===== config.mk =====
export PLATFORM = sky130hd
export DESIGN_NAME = pir_router
export DESIGN_NICKNAME = d
export VERILOG_FILES = /design/src/design/pir_pkg.sv /design/src/design/pir_router.sv /design/src/design/pir_sync.sv
export SDC_FILE = /design/constraint.sdc
export NUM_CORES = 1
export LEC_CHECK = 0
export BUFFER_PORTS_ARGS = -buffer_cell sky130_fd_sc_hd__buf_4
export CAP_MARGIN = 0
export CORE_MARGIN = 1.5
export CORE_UTILIZATION = 55
export DETAILED_ROUTE_END_ITERATION = 7
export GPL_ROUTABILITY_DRIVEN = 0
export GPL_TIMING_DRIVEN = 0
export MAX_ROUTING_LAYER = met4
export PLACE_DENSITY = 0.77
export SYNTH_ARGS = -nofsm -noshare
export SYNTH_HDL_FRONTEND = slang
export SYNTH_SLANG_ARGS = --single-unit

===== constraint.sdc =====
create_clock -name ref_clk -period 2.8 [get_ports ref_clk]
set_input_delay 0.56 -clock ref_clk [delete_from_list [all_inputs] [get_ports ref_clk]]
set_output_delay 0.56 -clock ref_clk [all_outputs]
set_load 0.02 [all_outputs]

===== src/design/pir_pkg.sv =====
package pir_pkg;

  // ----------------------------------------------------------------
  // I/O port addresses
  // ----------------------------------------------------------------
  localparam logic [15:0] PIR_PORT_INDEX  = 16'h0022;
  localparam logic [15:0] PIR_PORT_DATA   = 16'h0023;
  localparam logic [15:0] PIR_PORT_MASTER = 16'h04d0;
  localparam logic [15:0] PIR_PORT_SLAVE  = 16'h04d1;

  // ----------------------------------------------------------------
  // Configuration indices and unlock values
  // ----------------------------------------------------------------
  localparam logic [7:0] PIR_IDX_ROUTE_A  = 8'h42;
  localparam logic [7:0] PIR_IDX_ROUTE_B  = 8'h43;
  localparam logic [7:0] PIR_IDX_CONVERT  = 8'h44;
  localparam logic [7:0] PIR_UNLOCK_IDX   = 8'h03;
  localparam logic [7:0] PIR_UNLOCK_KEY   = 8'hc5;

  // ----------------------------------------------------------------
  // Reset values and field layout
  // ----------------------------------------------------------------
  localparam logic [7:0] PIR_RST_ROUTE    = 8'h00;
  localparam logic [7:0] PIR_RST_CONVERT  = 8'h00;
  localparam logic [7:0] PIR_RST_MODE     = 8'h00;
  localparam int         PIR_FIELD_W      = 4;
  localparam int         PIR_LINES        = 4;
  localparam int         PIR_IRQS         = 16;
  localparam logic [3:0] PIR_CONVERT_MASK = 4'hf;

  // Mode bit meanings for the channel ports
  localparam logic PIR_MODE_EDGE  = 1'b0;
  localparam logic PIR_MODE_LEVEL = 1'b1;

  // ----------------------------------------------------------------
  // Types
  // ----------------------------------------------------------------
  typedef enum logic [1:0] {
    PIR_LOCKED   = 2'b00,
    PIR_IDX_SEEN = 2'b01,
    PIR_OPEN     = 2'b10
  } pir_lock_e;

  typedef struct packed {
    logic        rd;
    logic        wr;
    logic [15:0] addr;
    logic [7:0]  wdata;
  } pir_io_s;

  // Routing code to a one-hot IRQ vector; zero and reserved codes give none
  function automatic logic [15:0] pir_decode(input logic [3:0] code);
    logic [15:0] v;
    v = 16'h0000;
    unique case (code)
      4'b0010: v[3]  = 1'b1;
      4'b0100: v[4]  = 1'b1;
      4'b0110: v[7]  = 1'b1;
      4'b0001: v[9]  = 1'b1;
      4'b0011: v[10] = 1'b1;
      4'b0101: v[5]  = 1'b1;
      4'b0111: v[6]  = 1'b1;
      4'b1001: v[11] = 1'b1;
      4'b1011: v[12] = 1'b1;
      4'b1101: v[14] = 1'b1;
      4'b1111: v[15] = 1'b1;
      default: v = 16'h0000;
    endcase
    return v;
  endfunction : pir_decode

endpackage : pir_pkg


===== src/design/pir_router.sv =====
`timescale 1ns/1ps
// Overview of operation
// - Indices 42h and 43h each hold two 4-bit routing fields in bits 3..0 and 7..4.
// - Code zero disconnects a line, other legal codes select IRQ3,4,7,9,10,5,6,11,12,14,15.
// - A set convert bit turns a level request into an edge, a clear one passes the level.
// - Pci_line_trigger_convert bits 0..3 belong to the first through fourth PCI line.
// - Ports 04D0h and 04D1h are read/write 8-bit channel mode registers.
// - A mode bit of 0 means edge triggered and 1 means level triggered.
// - Both channel mode ports read zero after reset.
// - Master bits 0..7 map to IRQ0..7 and slave bits 0..7 to IRQ8..15.
// - Writing 03h to port 22h then C5h to port 23h opens the indexed registers.
module pir_router
  import pir_pkg::*;
(
  // Clock and reset
  input  wire logic        ref_clk,
  input  wire logic        srst,
  // Host I/O cycles
  input  wire pir_io_s     io_req,
  output logic      [7:0]  io_rdata,
  output logic             io_rvalid,
  // PCI request lines, active high, from pins
  input  wire logic [3:0]  pci_request_line,
  // Requests toward the interrupt controllers
  output logic      [15:0] isa_irq_req,
  output logic      [15:0] isa_irq_level_mode
);

  // ----------------------------------------------------------------
  // Register state
  // ----------------------------------------------------------------
  logic [7:0]  route_a_q;
  logic [7:0]  route_b_q;
  logic [7:0]  convert_q;
  logic [7:0]  master_mode_q;
  logic [7:0]  slave_mode_q;
  logic [7:0]  index_q;
  pir_lock_e   lock_q;
  pir_lock_e   lock_d;
  logic [7:0]  rdata_q;
  logic        rvalid_q;
  logic [15:0] irq_q;
  logic [15:0] mode_q;
  logic [15:0] comb_prev_q;
  logic [15:0] edge_cnt_q;

  // ----------------------------------------------------------------
  // Address decode
  // ----------------------------------------------------------------
  wire hit_index  = io_req.addr == PIR_PORT_INDEX;
  wire hit_data   = io_req.addr == PIR_PORT_DATA;
  wire hit_master = io_req.addr == PIR_PORT_MASTER;
  wire hit_slave  = io_req.addr == PIR_PORT_SLAVE;
  wire open_w     = lock_q == PIR_OPEN;
  wire wr_index   = io_req.wr && hit_index;
  wire wr_data    = io_req.wr && hit_data;
  wire cfg_wr     = wr_data && open_w;
  wire wr_route_a = cfg_wr && index_q == PIR_IDX_ROUTE_A;
  wire wr_route_b = cfg_wr && index_q == PIR_IDX_ROUTE_B;
  wire wr_convert = cfg_wr && index_q == PIR_IDX_CONVERT;
  wire wr_master  = io_req.wr && hit_master;
  wire wr_slave   = io_req.wr && hit_slave;

  // ----------------------------------------------------------------
  // Unlock sequence
  // ----------------------------------------------------------------
  // Only the index-then-key pair opens; a data write of any other value after the
  // index relocks so a stray cycle cannot leave the window open to a wrong key.
  always_comb begin
    lock_d = lock_q;
    if (wr_index) begin
      if (io_req.wdata == PIR_UNLOCK_IDX && !open_w) begin
        lock_d = PIR_IDX_SEEN;
      end
    end else if (wr_data && lock_q == PIR_IDX_SEEN) begin
      lock_d = (io_req.wdata == PIR_UNLOCK_KEY) ? PIR_OPEN : PIR_LOCKED;
    end
  end

  always_ff @(posedge ref_clk) begin
    if (srst) begin
      lock_q  <= PIR_LOCKED;
      index_q <= 8'h00;
    end else begin
      lock_q <= lock_d;
      if (wr_index) begin
        index_q <= io_req.wdata;
      end
    end
  end

  // ----------------------------------------------------------------
  // Configuration and channel mode registers
  // ----------------------------------------------------------------
  always_ff @(posedge ref_clk) begin
    if (srst) begin
      route_a_q     <= PIR_RST_ROUTE;
      route_b_q     <= PIR_RST_ROUTE;
      convert_q     <= PIR_RST_CONVERT;
      master_mode_q <= PIR_RST_MODE;
      slave_mode_q  <= PIR_RST_MODE;
    end else begin
      if (wr_route_a) begin
        route_a_q <= io_req.wdata;
      end
      if (wr_route_b) begin
        route_b_q <= io_req.wdata;
      end
      if (wr_convert) begin
        convert_q <= {4'h0, io_req.wdata[3:0] & PIR_CONVERT_MASK};
      end
      if (wr_master) begin
        master_mode_q <= io_req.wdata;
      end
      if (wr_slave) begin
        slave_mode_q <= io_req.wdata;
      end
    end
  end

  // ----------------------------------------------------------------
  // Read path
  // ----------------------------------------------------------------
  wire [7:0] cfg_rd = !open_w                   ? 8'h00     :
                      index_q == PIR_IDX_ROUTE_A ? route_a_q :
                      index_q == PIR_IDX_ROUTE_B ? route_b_q :
                      index_q == PIR_IDX_CONVERT ? convert_q : 8'h00;
  wire [7:0] rd_mux = hit_index  ? index_q       :
                      hit_data   ? cfg_rd        :
                      hit_master ? master_mode_q :
                      hit_slave  ? slave_mode_q  : 8'h00;
  wire       rd_hit = hit_index || hit_data || hit_master || hit_slave;

  always_ff @(posedge ref_clk) begin
    if (srst) begin
      rdata_q  <= 8'h00;
      rvalid_q <= 1'b0;
    end else begin
      rdata_q  <= io_req.rd ? rd_mux : 8'h00;
      rvalid_q <= io_req.rd && rd_hit;
    end
  end

  // ----------------------------------------------------------------
  // Routing
  // ----------------------------------------------------------------
  logic [3:0] line_s;

  pir_sync u_sync (
    .ref_clk  (ref_clk),
    .srst     (srst),
    .async_in (pci_request_line),
    .sync_out (line_s)
  );

  wire [3:0]  code0 = route_a_q[3:0];
  wire [3:0]  code1 = route_a_q[7:4];
  wire [3:0]  code2 = route_b_q[3:0];
  wire [3:0]  code3 = route_b_q[7:4];
  wire [15:0] map0  = pir_decode(code0);
  wire [15:0] map1  = pir_decode(code1);
  wire [15:0] map2  = pir_decode(code2);
  wire [15:0] map3  = pir_decode(code3);

  // Separate ORs for lines that pass level and lines that become edges
  wire [15:0] lvl_or = ({16{line_s[0] & ~convert_q[0]}} & map0)
                     | ({16{line_s[1] & ~convert_q[1]}} & map1)
                     | ({16{line_s[2] & ~convert_q[2]}} & map2)
                     | ({16{line_s[3] & ~convert_q[3]}} & map3);
  wire [15:0] edg_or = ({16{line_s[0] & convert_q[0]}} & map0)
                     | ({16{line_s[1] & convert_q[1]}} & map1)
                     | ({16{line_s[2] & convert_q[2]}} & map2)
                     | ({16{line_s[3] & convert_q[3]}} & map3);
  wire [15:0] rise   = edg_or & ~comb_prev_q;
  // An edge is a one-cycle high pulse so the controller sees a fresh rise
  // even while the PCI line stays asserted.
  wire [15:0] irq_d  = lvl_or | edge_cnt_q;
  wire [15:0] mode_d = {slave_mode_q, master_mode_q};

  always_ff @(posedge ref_clk) begin
    if (srst) begin
      comb_prev_q <= 16'h0000;
      edge_cnt_q  <= 16'h0000;
      irq_q       <= 16'h0000;
      mode_q      <= 16'h0000;
    end else begin
      comb_prev_q <= edg_or;
      edge_cnt_q  <= rise;
      irq_q       <= irq_d;
      mode_q      <= mode_d;
    end
  end

  assign io_rdata           = rdata_q;
  assign io_rvalid          = rvalid_q;
  assign isa_irq_req        = irq_q;
  assign isa_irq_level_mode = mode_q;

  // ----------------------------------------------------------------
  // Checks
  // ----------------------------------------------------------------
  unlock_idx_a: assert property (@(posedge ref_clk) disable iff (srst)
    (wr_index && io_req.wdata == PIR_UNLOCK_IDX && !open_w) |=> lock_q == PIR_IDX_SEEN)
    else $error("unlock index write not recorded");

  // Host cycles may leave idle gaps, so the key step is judged from the state
  unlock_seq_a: assert property (@(posedge ref_clk) disable iff (srst)
    (wr_data && io_req.wdata == PIR_UNLOCK_KEY && lock_q == PIR_IDX_SEEN) |=> open_w)
    else $error("unlock sequence did not open registers");

  unlock_only_a: assert property (@(posedge ref_clk) disable iff (srst)
    $rose(open_w) |->
      $past(wr_data && io_req.wdata == PIR_UNLOCK_KEY && lock_q == PIR_IDX_SEEN))
    else $error("registers opened without the unlock pair");

  lock_hold_a: assert property (@(posedge ref_clk) disable iff (srst)
    open_w |=> open_w)
    else $error("registers relocked without reset");

  locked_wr_a: assert property (@(posedge ref_clk) disable iff (srst)
    (wr_data && !open_w) |=> $stable(route_a_q) && $stable(route_b_q) && $stable(convert_q))
    else $error("routing changed while locked");

  mode_reset_a: assert property (@(posedge ref_clk)
    $past(srst) |-> master_mode_q == 8'h00 && slave_mode_q == 8'h00)
    else $error("mode ports not zero after reset");

  mode_order_a: assert property (@(posedge ref_clk) disable iff (srst)
    ##1 isa_irq_level_mode == $past({slave_mode_q, master_mode_q}))
    else $error("channel mode bit order wrong");

  mode_rw_a: assert property (@(posedge ref_clk) disable iff (srst)
    (wr_slave && !io_req.rd) ##1 (io_req.rd && hit_slave && !wr_slave)
    |=> io_rdata == $past(io_req.wdata, 2))
    else $error("slave mode port readback wrong");

  master_rd_a: assert property (@(posedge ref_clk) disable iff (srst)
    (io_req.rd && hit_master) |=> io_rvalid && io_rdata == $past(master_mode_q))
    else $error("master mode port readback wrong");

  rd_miss_a: assert property (@(posedge ref_clk) disable iff (srst)
    (io_req.rd && !rd_hit) |=> !io_rvalid && io_rdata == 8'h00)
    else $error("read of an unmapped port answered");

  mode_map_a: assert property (@(posedge ref_clk) disable iff (srst)
    wr_master |=> ##1 isa_irq_level_mode[7:0] == $past(io_req.wdata, 2))
    else $error("master mode write not on channel outputs");

  route_dis_a: assert property (@(posedge ref_clk) disable iff (srst)
    (route_a_q == 8'h00 && route_b_q == 8'h00 && !io_req.wr) |=> ##1 isa_irq_req == 16'h0)
    else $error("request with all lines disabled");

  irq3_level_a: assert property (@(posedge ref_clk) disable iff (srst)
    (code0 == 4'b0010 && !convert_q[0] && line_s[0]) |=> isa_irq_req[3])
    else $error("level request not passed to IRQ3");

  edge_pulse_a: assert property (@(posedge ref_clk) disable iff (srst)
    (edge_cnt_q[11] && !lvl_or[11]) ##1 !lvl_or[11] |-> isa_irq_req[11] ##1 !isa_irq_req[11])
    else $error("edge pulse longer than one cycle");

  convert_bits_a: assert property (@(posedge ref_clk) disable iff (srst)
    wr_convert |=> convert_q[3:0] == $past(io_req.wdata[3:0]))
    else $error("convert bits not stored in order");

  edge_hold_a: assert property (@(posedge ref_clk) disable iff (srst)
    (edg_or[11] && $past(edg_or[11])) ##1 !lvl_or[11] |=> !isa_irq_req[11])
    else $error("converted request held as a level");

  convert_upper_a: assert property (@(posedge ref_clk) disable iff (srst)
    convert_q[7:4] == 4'h0)
    else $error("unused convert bits set");

  line_route0_a: assert property (@(posedge ref_clk) disable iff (srst)
    (line_s[0] && !convert_q[0]) |=> (isa_irq_req & $past(map0)) == $past(map0))
    else $error("first line not routed to its channel");

  line_route1_a: assert property (@(posedge ref_clk) disable iff (srst)
    (line_s[1] && !convert_q[1]) |=> (isa_irq_req & $past(map1)) == $past(map1))
    else $error("second line not routed to its channel");

  line_route2_a: assert property (@(posedge ref_clk) disable iff (srst)
    (line_s[2] && !convert_q[2]) |=> (isa_irq_req & $past(map2)) == $past(map2))
    else $error("third line not routed to its channel");

  line_route3_a: assert property (@(posedge ref_clk) disable iff (srst)
    (line_s[3] && !convert_q[3]) |=> (isa_irq_req & $past(map3)) == $past(map3))
    else $error("fourth line not routed to its channel");

  route_wr_a: assert property (@(posedge ref_clk) disable iff (srst)
    wr_route_a |=> route_a_q == $past(io_req.wdata))
    else $error("first routing pair not stored");

  route_wr_b: assert property (@(posedge ref_clk) disable iff (srst)
    wr_route_b |=> route_b_q == $past(io_req.wdata))
    else $error("second routing pair not stored");

  cover_unlock_c: cover property (@(posedge ref_clk) lock_q == PIR_OPEN);
  cover_level_c: cover property (@(posedge ref_clk) |isa_irq_level_mode);
  cover_rw_c: cover property (@(posedge ref_clk) wr_slave ##1 (io_req.rd && hit_slave));
  cover_edge_c: cover property (@(posedge ref_clk) |edge_cnt_q);
  cover_share_c: cover property (@(posedge ref_clk) (map0 == map1) && |map0 && &line_s[1:0]);

endmodule : pir_router


===== src/design/pir_sync.sv =====
`timescale 1ns/1ps
module pir_sync
  import pir_pkg::*;
(
  // Clock and reset
  input  wire logic       ref_clk,
  input  wire logic       srst,
  // Asynchronous levels in, synchronised levels out
  input  wire logic [3:0] async_in,
  output logic      [3:0] sync_out
);

  logic [3:0] meta_q;
  logic [3:0] sync_q;

  // First stage feeds only the second stage
  always_ff @(posedge ref_clk) begin
    if (srst) begin
      meta_q <= 4'h0;
      sync_q <= 4'h0;
    end else begin
      meta_q <= async_in;
      sync_q <= meta_q;
    end
  end

  assign sync_out = sync_q;

endmodule : pir_sync


### Word level (Yosys, flattened, before mapping)

Index checks and enable logic that the tools add are counted.

| storage, ports and cells | value |
|---|---|
| flip-flop bits (word level) | 127 |
| input port bits | 32 |
| output and inout bits | 41 |
| logic and storage cells | 175 |

| cells by class | value |
|---|---|
| equality and inequality tests | 56 |
| mux-type cells | 56 |
| bitwise logic cells | 30 |
| reductions and logical operators | 18 |

Operators with widths:

| kind | number |
|---|---|
| $and 16x16->16 | 9 |
| $or 16x16->16 | 7 |
| $eq 4x3->1 const B | 16 |
| $eq 4x4->1 const B | 16 |
| $mux 8 | 7 |
| $mux 1 | 44 |
| $eq 16x11->1 const B | 2 |
| $eq 16x6->1 const B | 2 |
| $eq 4x2->1 const B | 8 |
| $eq 8x7->1 const B | 3 |
| $eq 4x1->1 const B | 4 |
| $not 16->16 | 1 |
| $logic_and 1x1->1 | 11 |
| $and 1x1->1 | 8 |
| $eq 8x2->1 const B | 1 |
| $eq 8x8->1 const B | 1 |
| $mux 2 | 4 |
| $not 1->1 | 5 |
| $mux 4 | 1 |
| $logic_or 1x1->1 | 3 |
| $eq 2x1->1 const B | 1 |
| $eq 2x2->1 const B | 1 |
| $ne 2x1->1 const B | 1 |
| $reduce_and 2->1 | 1 |
| other kinds (3) | 3 |

### Depth between registers and ports, before layout

| depth | value |
|---|---|
| word-level depth | 7 |
| gate-level depth with buffers | 7 |
| mapped depth without buffers | 4 |

### Hierarchy

Synthesis repeated with hierarchy kept, for this count alone.

| second synthesis, totals | value |
|---|---|
| cell total of the unflattened synthesis | 555 |
| area, all modules | 4,887.2 µm² |

By module, submodules not included:

| module | instances | cells each | area an instance (µm²) | seq. area each (µm²) |
|---|---|---|---|---|
| pir_router | 1 | 539 | 4,677.0 | 2,082.0 |
| pir_sync | 1 | 16 | 210.2 | 160.2 |

### Least setup slack after synthesis

Ideal clock, no wire load.

| timing | value |
|---|---|
| kind | in2reg |
| start point | input io_req[18] (netlist name) |
| end point | register route_b_q[0] |
| setup time | 72 ps |
| data arrival time | 1,991 ps |
| data required time | 2,728 ps |
| slack | 737 ps |
| cell stages on the path | 5 |
| buffers on the path | 1 |
| path through | or4b_1 nor4b_2 and3_1 buf_4 mux2i_1 |

| between the ends | value |
|---|---|
| longest elaborated chain between the ends | 4 |

RTL lines:

| item | RTL line | source |
|---|---|---|
| start, declared | pir_router.sv:19 | `input wire pir_io_s io_req,` |
| $eq 16x6->1 | pir_router.sv:51 | `wire hit_data = io_req.addr == PIR_PORT_DATA;` |
| $logic_and 1x1->1 | pir_router.sv:56 | `wire wr_data = io_req.wr && hit_data;` |
| $logic_and 1x1->1 | pir_router.sv:57 | `wire cfg_wr = wr_data && open_w;` |
| $logic_and 1x1->1 | pir_router.sv:59 | `wire wr_route_b = cfg_wr && index_q == PIR_IDX_ROUTE_B;` |
| end signal, assigned | pir_router.sv:107 | `route_b_q <= io_req.wdata;` |
| end, declared | pir_router.sv:33 | `logic [7:0] route_b_q;` |

Every way passes these cells.
A chain may end at the register's enable or synchronous reset.

### Final worst setup path

| timing | value |
|---|---|
| start point | input io_req[11] (netlist name) |
| end point | register route_b_q[6] |

Same word-level chain as after synthesis.

==> impl_results.md <==
- Avg Inst Size Synth: 8.498 um^2
- Maximum clock frequency: 444.8 MHz
- Worst-path fanout max: 10
- Post-synthesis compound-gate area fraction: 0.1734
- Total die area: 10,180 um^2
- WHS: 0.3709 ns
- # DRC: 0
- Synth Area in Adders: 0
- Post-Syn Area: 5269 um^2
- Synth warn: 0
- Core area: 9284 um^2
- Overflow after GRT: 0
- Detailed Route Iter0 Violations: 782
- Vias in the first global route: 4,966
- Largest family of logic cells by synthesized area: simple AND/OR/NAND/NOR gates
- Clock skew: 0.01369 ns
- CP cell instances: buf_4 > nor4_1 > clkbuf_1 > and4_1 > clkbuf_1 > nand4_1 > o31ai_1
- Multi-input gate area: 2805 um^2
- Top cell family by delay on the critical path: simple AND/OR/NAND/NOR gates
- Final worst-path cycle share: 0.8030
- Drt first pass iters: 6
- Cell area after placement: 5933 um^2
- Slew margin rel.: 0.4036
- Pwr/cell area: 452.4 nW/um^2
- PortBufs: 65
- EDFF count, synth: 0
- CP arrival: 2.56 ns
- Yosys cell types: 54
- Bufs on Longest Clock Path: 2
- Worst r2r src: lock_q[1]
- Synth Area in XOR/XNOR: 0
- Non-filler cells, final: 834
- Largest net degree at the start of global routing: 25
- Least-Margin Pin Slew: 0.8872 ns
- Htree depth: 3
- Slew Limit Fails: 0
- Hold WC Path Type: in -> reg
- Crit path time final: 2.248 ns
- Main synth FF type: dfxtp_1
- Design Area, Final: 6151 um^2
- Largest cells by area after synthesis: dfxtp_1, nor2b_1, a21oi_1
- Fillcell total: 816
- Cells after DPL: 818
- First-pass GRT wire length: 25,380 um
- ANT cells: 0
- Status: finished clean
- Mux cell area share after synthesis: 0.03348
- CTS sink count: 112
- I/O pin cnt: 73
- Fin. Hold Viols: 0
- WL/cell: 19.20 um
- Worst path most repeated cell: clkbuf_1
- Initial antenna violation count: 0
- Total track usage: 0.3352
- CP startpoint: io_req[11]
- Fraction of layout instances using a drive strength above 1: 0.1546
- Number of max-cap violations: 0
- Worst Setup Start Kind: input pin
- Mapped Cells: 620
- Maximum vdd drop: 0.2726 mV
- Antenna-violating nets left: 0
- Crit end category: flip-flop
- Required @ worst endpoint: 3.11 ns
- Synth Area in Simple Gates: 0.3220
- Yosys top cell area share: 0.4256
- Routed via count: 5,388
- Worst path slowest cell: nor4_1
- Clock slew at reported path FFs: 0.13 ns
- Clock Tree Root: clkbuf_8
- Leading area contributor after synthesis: dfxtp_1
- Crit path buf inv count: 3
- Post-synth ARST share: 0
- Register area: 2242 um^2
- Post-CTS Setup Bufs: 0
- Worst setup path category: in -> reg
- Hold_buf cts: 0
- DP HPWL: 11,690 um
- DIE HEIGHT: 100.9 um
- Rows: 35
- RSZ-0062 raised after global routing: no
- Nets: 732
- Post-synthesis sequential area ratio: 0.4256
- Setup TNS: 0 ns
- Wirelength, routed: 16,010 um
- Number of CTS-inserted buffers: 9
- Post-CTS resize count: 0
- Hold Startpoint: pci_request_line[3]
- CTS tree: built
- Routed vias/inst: 6.460
- Floorplan die width: 100.9 um
- Layout Utilization: 0.6625
- Area delta synth->final: 16.74%
- Synthesized flop and latch total: 112
- Pleak: 0.002128 uW
- Starting Density: 0.5675
- Clk Latency, worst-skew pair: 0.39 ns
- Delay of the slowest critical-path stage: 0.45 ns
- Final setup viols: 0
==> final timing paths <==
path,cells after the start,slack (ns),end
max,7,0.55,route_b_q[6]
min reg2reg,1,0.39,edge_cnt_q[10]
max reg2reg,5,0.59,route_b_q[5]
min,2,0.37,u_sync.meta_q[3]
==> worst register-to-register path: cells and delay by family (launching register included) <==
kind / cells / cell delay, ns
and+or+nand+nor: 3 / 1.37
buffers and inverters: 1 / 0.18
DFF: 1 / 0.40
muxes: 1 / 0.20
==> Yosys cell counts (all sizes together) (3+ instances only) <==
cell and n:
o21ai 44, a31oi 26, and3 6, nor4bb 6, and4b 3, nor2b 52, a22oi 11, nand2b 28
clkbuf 34, buf 13, or4b 3, and4 5, inv 5, nor4 11, nor2 27, mux2i 12
mux2 5, or4 4, nand4 27, o22ai 8, nand2 29, nor4b 3, dfxtp 112, nand3 40
a21oi 51, a211o 4, nor3 20, a311oi 4, nand4b 6, and2 3
==> cell usage in the layout, fill, tap and decap left out, types with 3 or more instances in the layout <==
cell type,instances
and4b_1,3
clkbuf_1,34
and3_1,6
conb_1,5
nand4_1,27
o22ai_1,8
nand4b_1,6
clkbuf_8,9
nor2_1,27
nand2_1,29
mux2_2,5
nand2b_1,28
nor4_2,3
buf_2,3
nor4bb_1,6
o21ai_1,10
a21oi_1,51
a22oi_1,11
and2_1,3
nor2b_1,52
mux2i_1,12
nand3_1,40
a31oi_1,26
o21ai_0,34
a211o_1,4
nor3_1,18
inv_1,5
buf_4,71
and4_1,5
nor4_1,8
dfxtp_1,112
a311oi_1,4
==> layer usage <==
layer / track usage / routed length (um) / up-vias
li1: - / - / 2445
met1: 0.4509 / 6354 / 2485
met2: 0.4922 / 7041 / 395
met3: 0.07282 / 2014 / 63
met4: 0.1311 / 601 / 0
met5: - / 0 / -
==> state kept, by name (all words and copies together) (netlist names), 8 cells and up <==
register	flops
comb_prev_q	11
edge_cnt_q	11
index_q	8
io_rdata	8
isa_irq_level_mode	16
isa_irq_req	11
master_mode_q	8
route_a_q	8
route_b_q	8
slave_mode_q	8
==> stage by stage <==
stage,total power [uW],setup WS [ns]
global placement,1786,0.2908
global route,2878,0.3921
detailed placement,1790,0.2824
floorplan,1712,0.7371
CTS,2804,0.6679
finish,2783,0.5517
==> cell type report <==
| type | count | area share |
|---|---|---|
| multi-input cells | 460 | 0.4561 |
| inverters | 5 | 0.003051 |
| flip-flops and latches | 112 | 0.3645 |
| plain buffers | 47 | 0.03539 |
| clock buffers | 9 | 0.02014 |
| clock inverters | 7 | 0.01526 |
| repair buffers | 65 | 0.07933 |
| well taps | 129 | 0.02624 |
==> where the power goes <==
part	switching [uW]	internal [uW]	leakage, uW
clock	647	375	0.000108
sequential	4.13	1600	0.000903
combinational	101	57.0	0.00112
total	752	2030	0.00213
==> cell families after synthesis <==
| family | count (synthesis) |
|---|---|
| compound gates | 157 |
| buf+inv | 52 |
| simple gates | 281 |
| mux | 17 |
| other cells | 1 |
| flops | 112 |
Note: power is estimated with default switching activity, not from simulation.
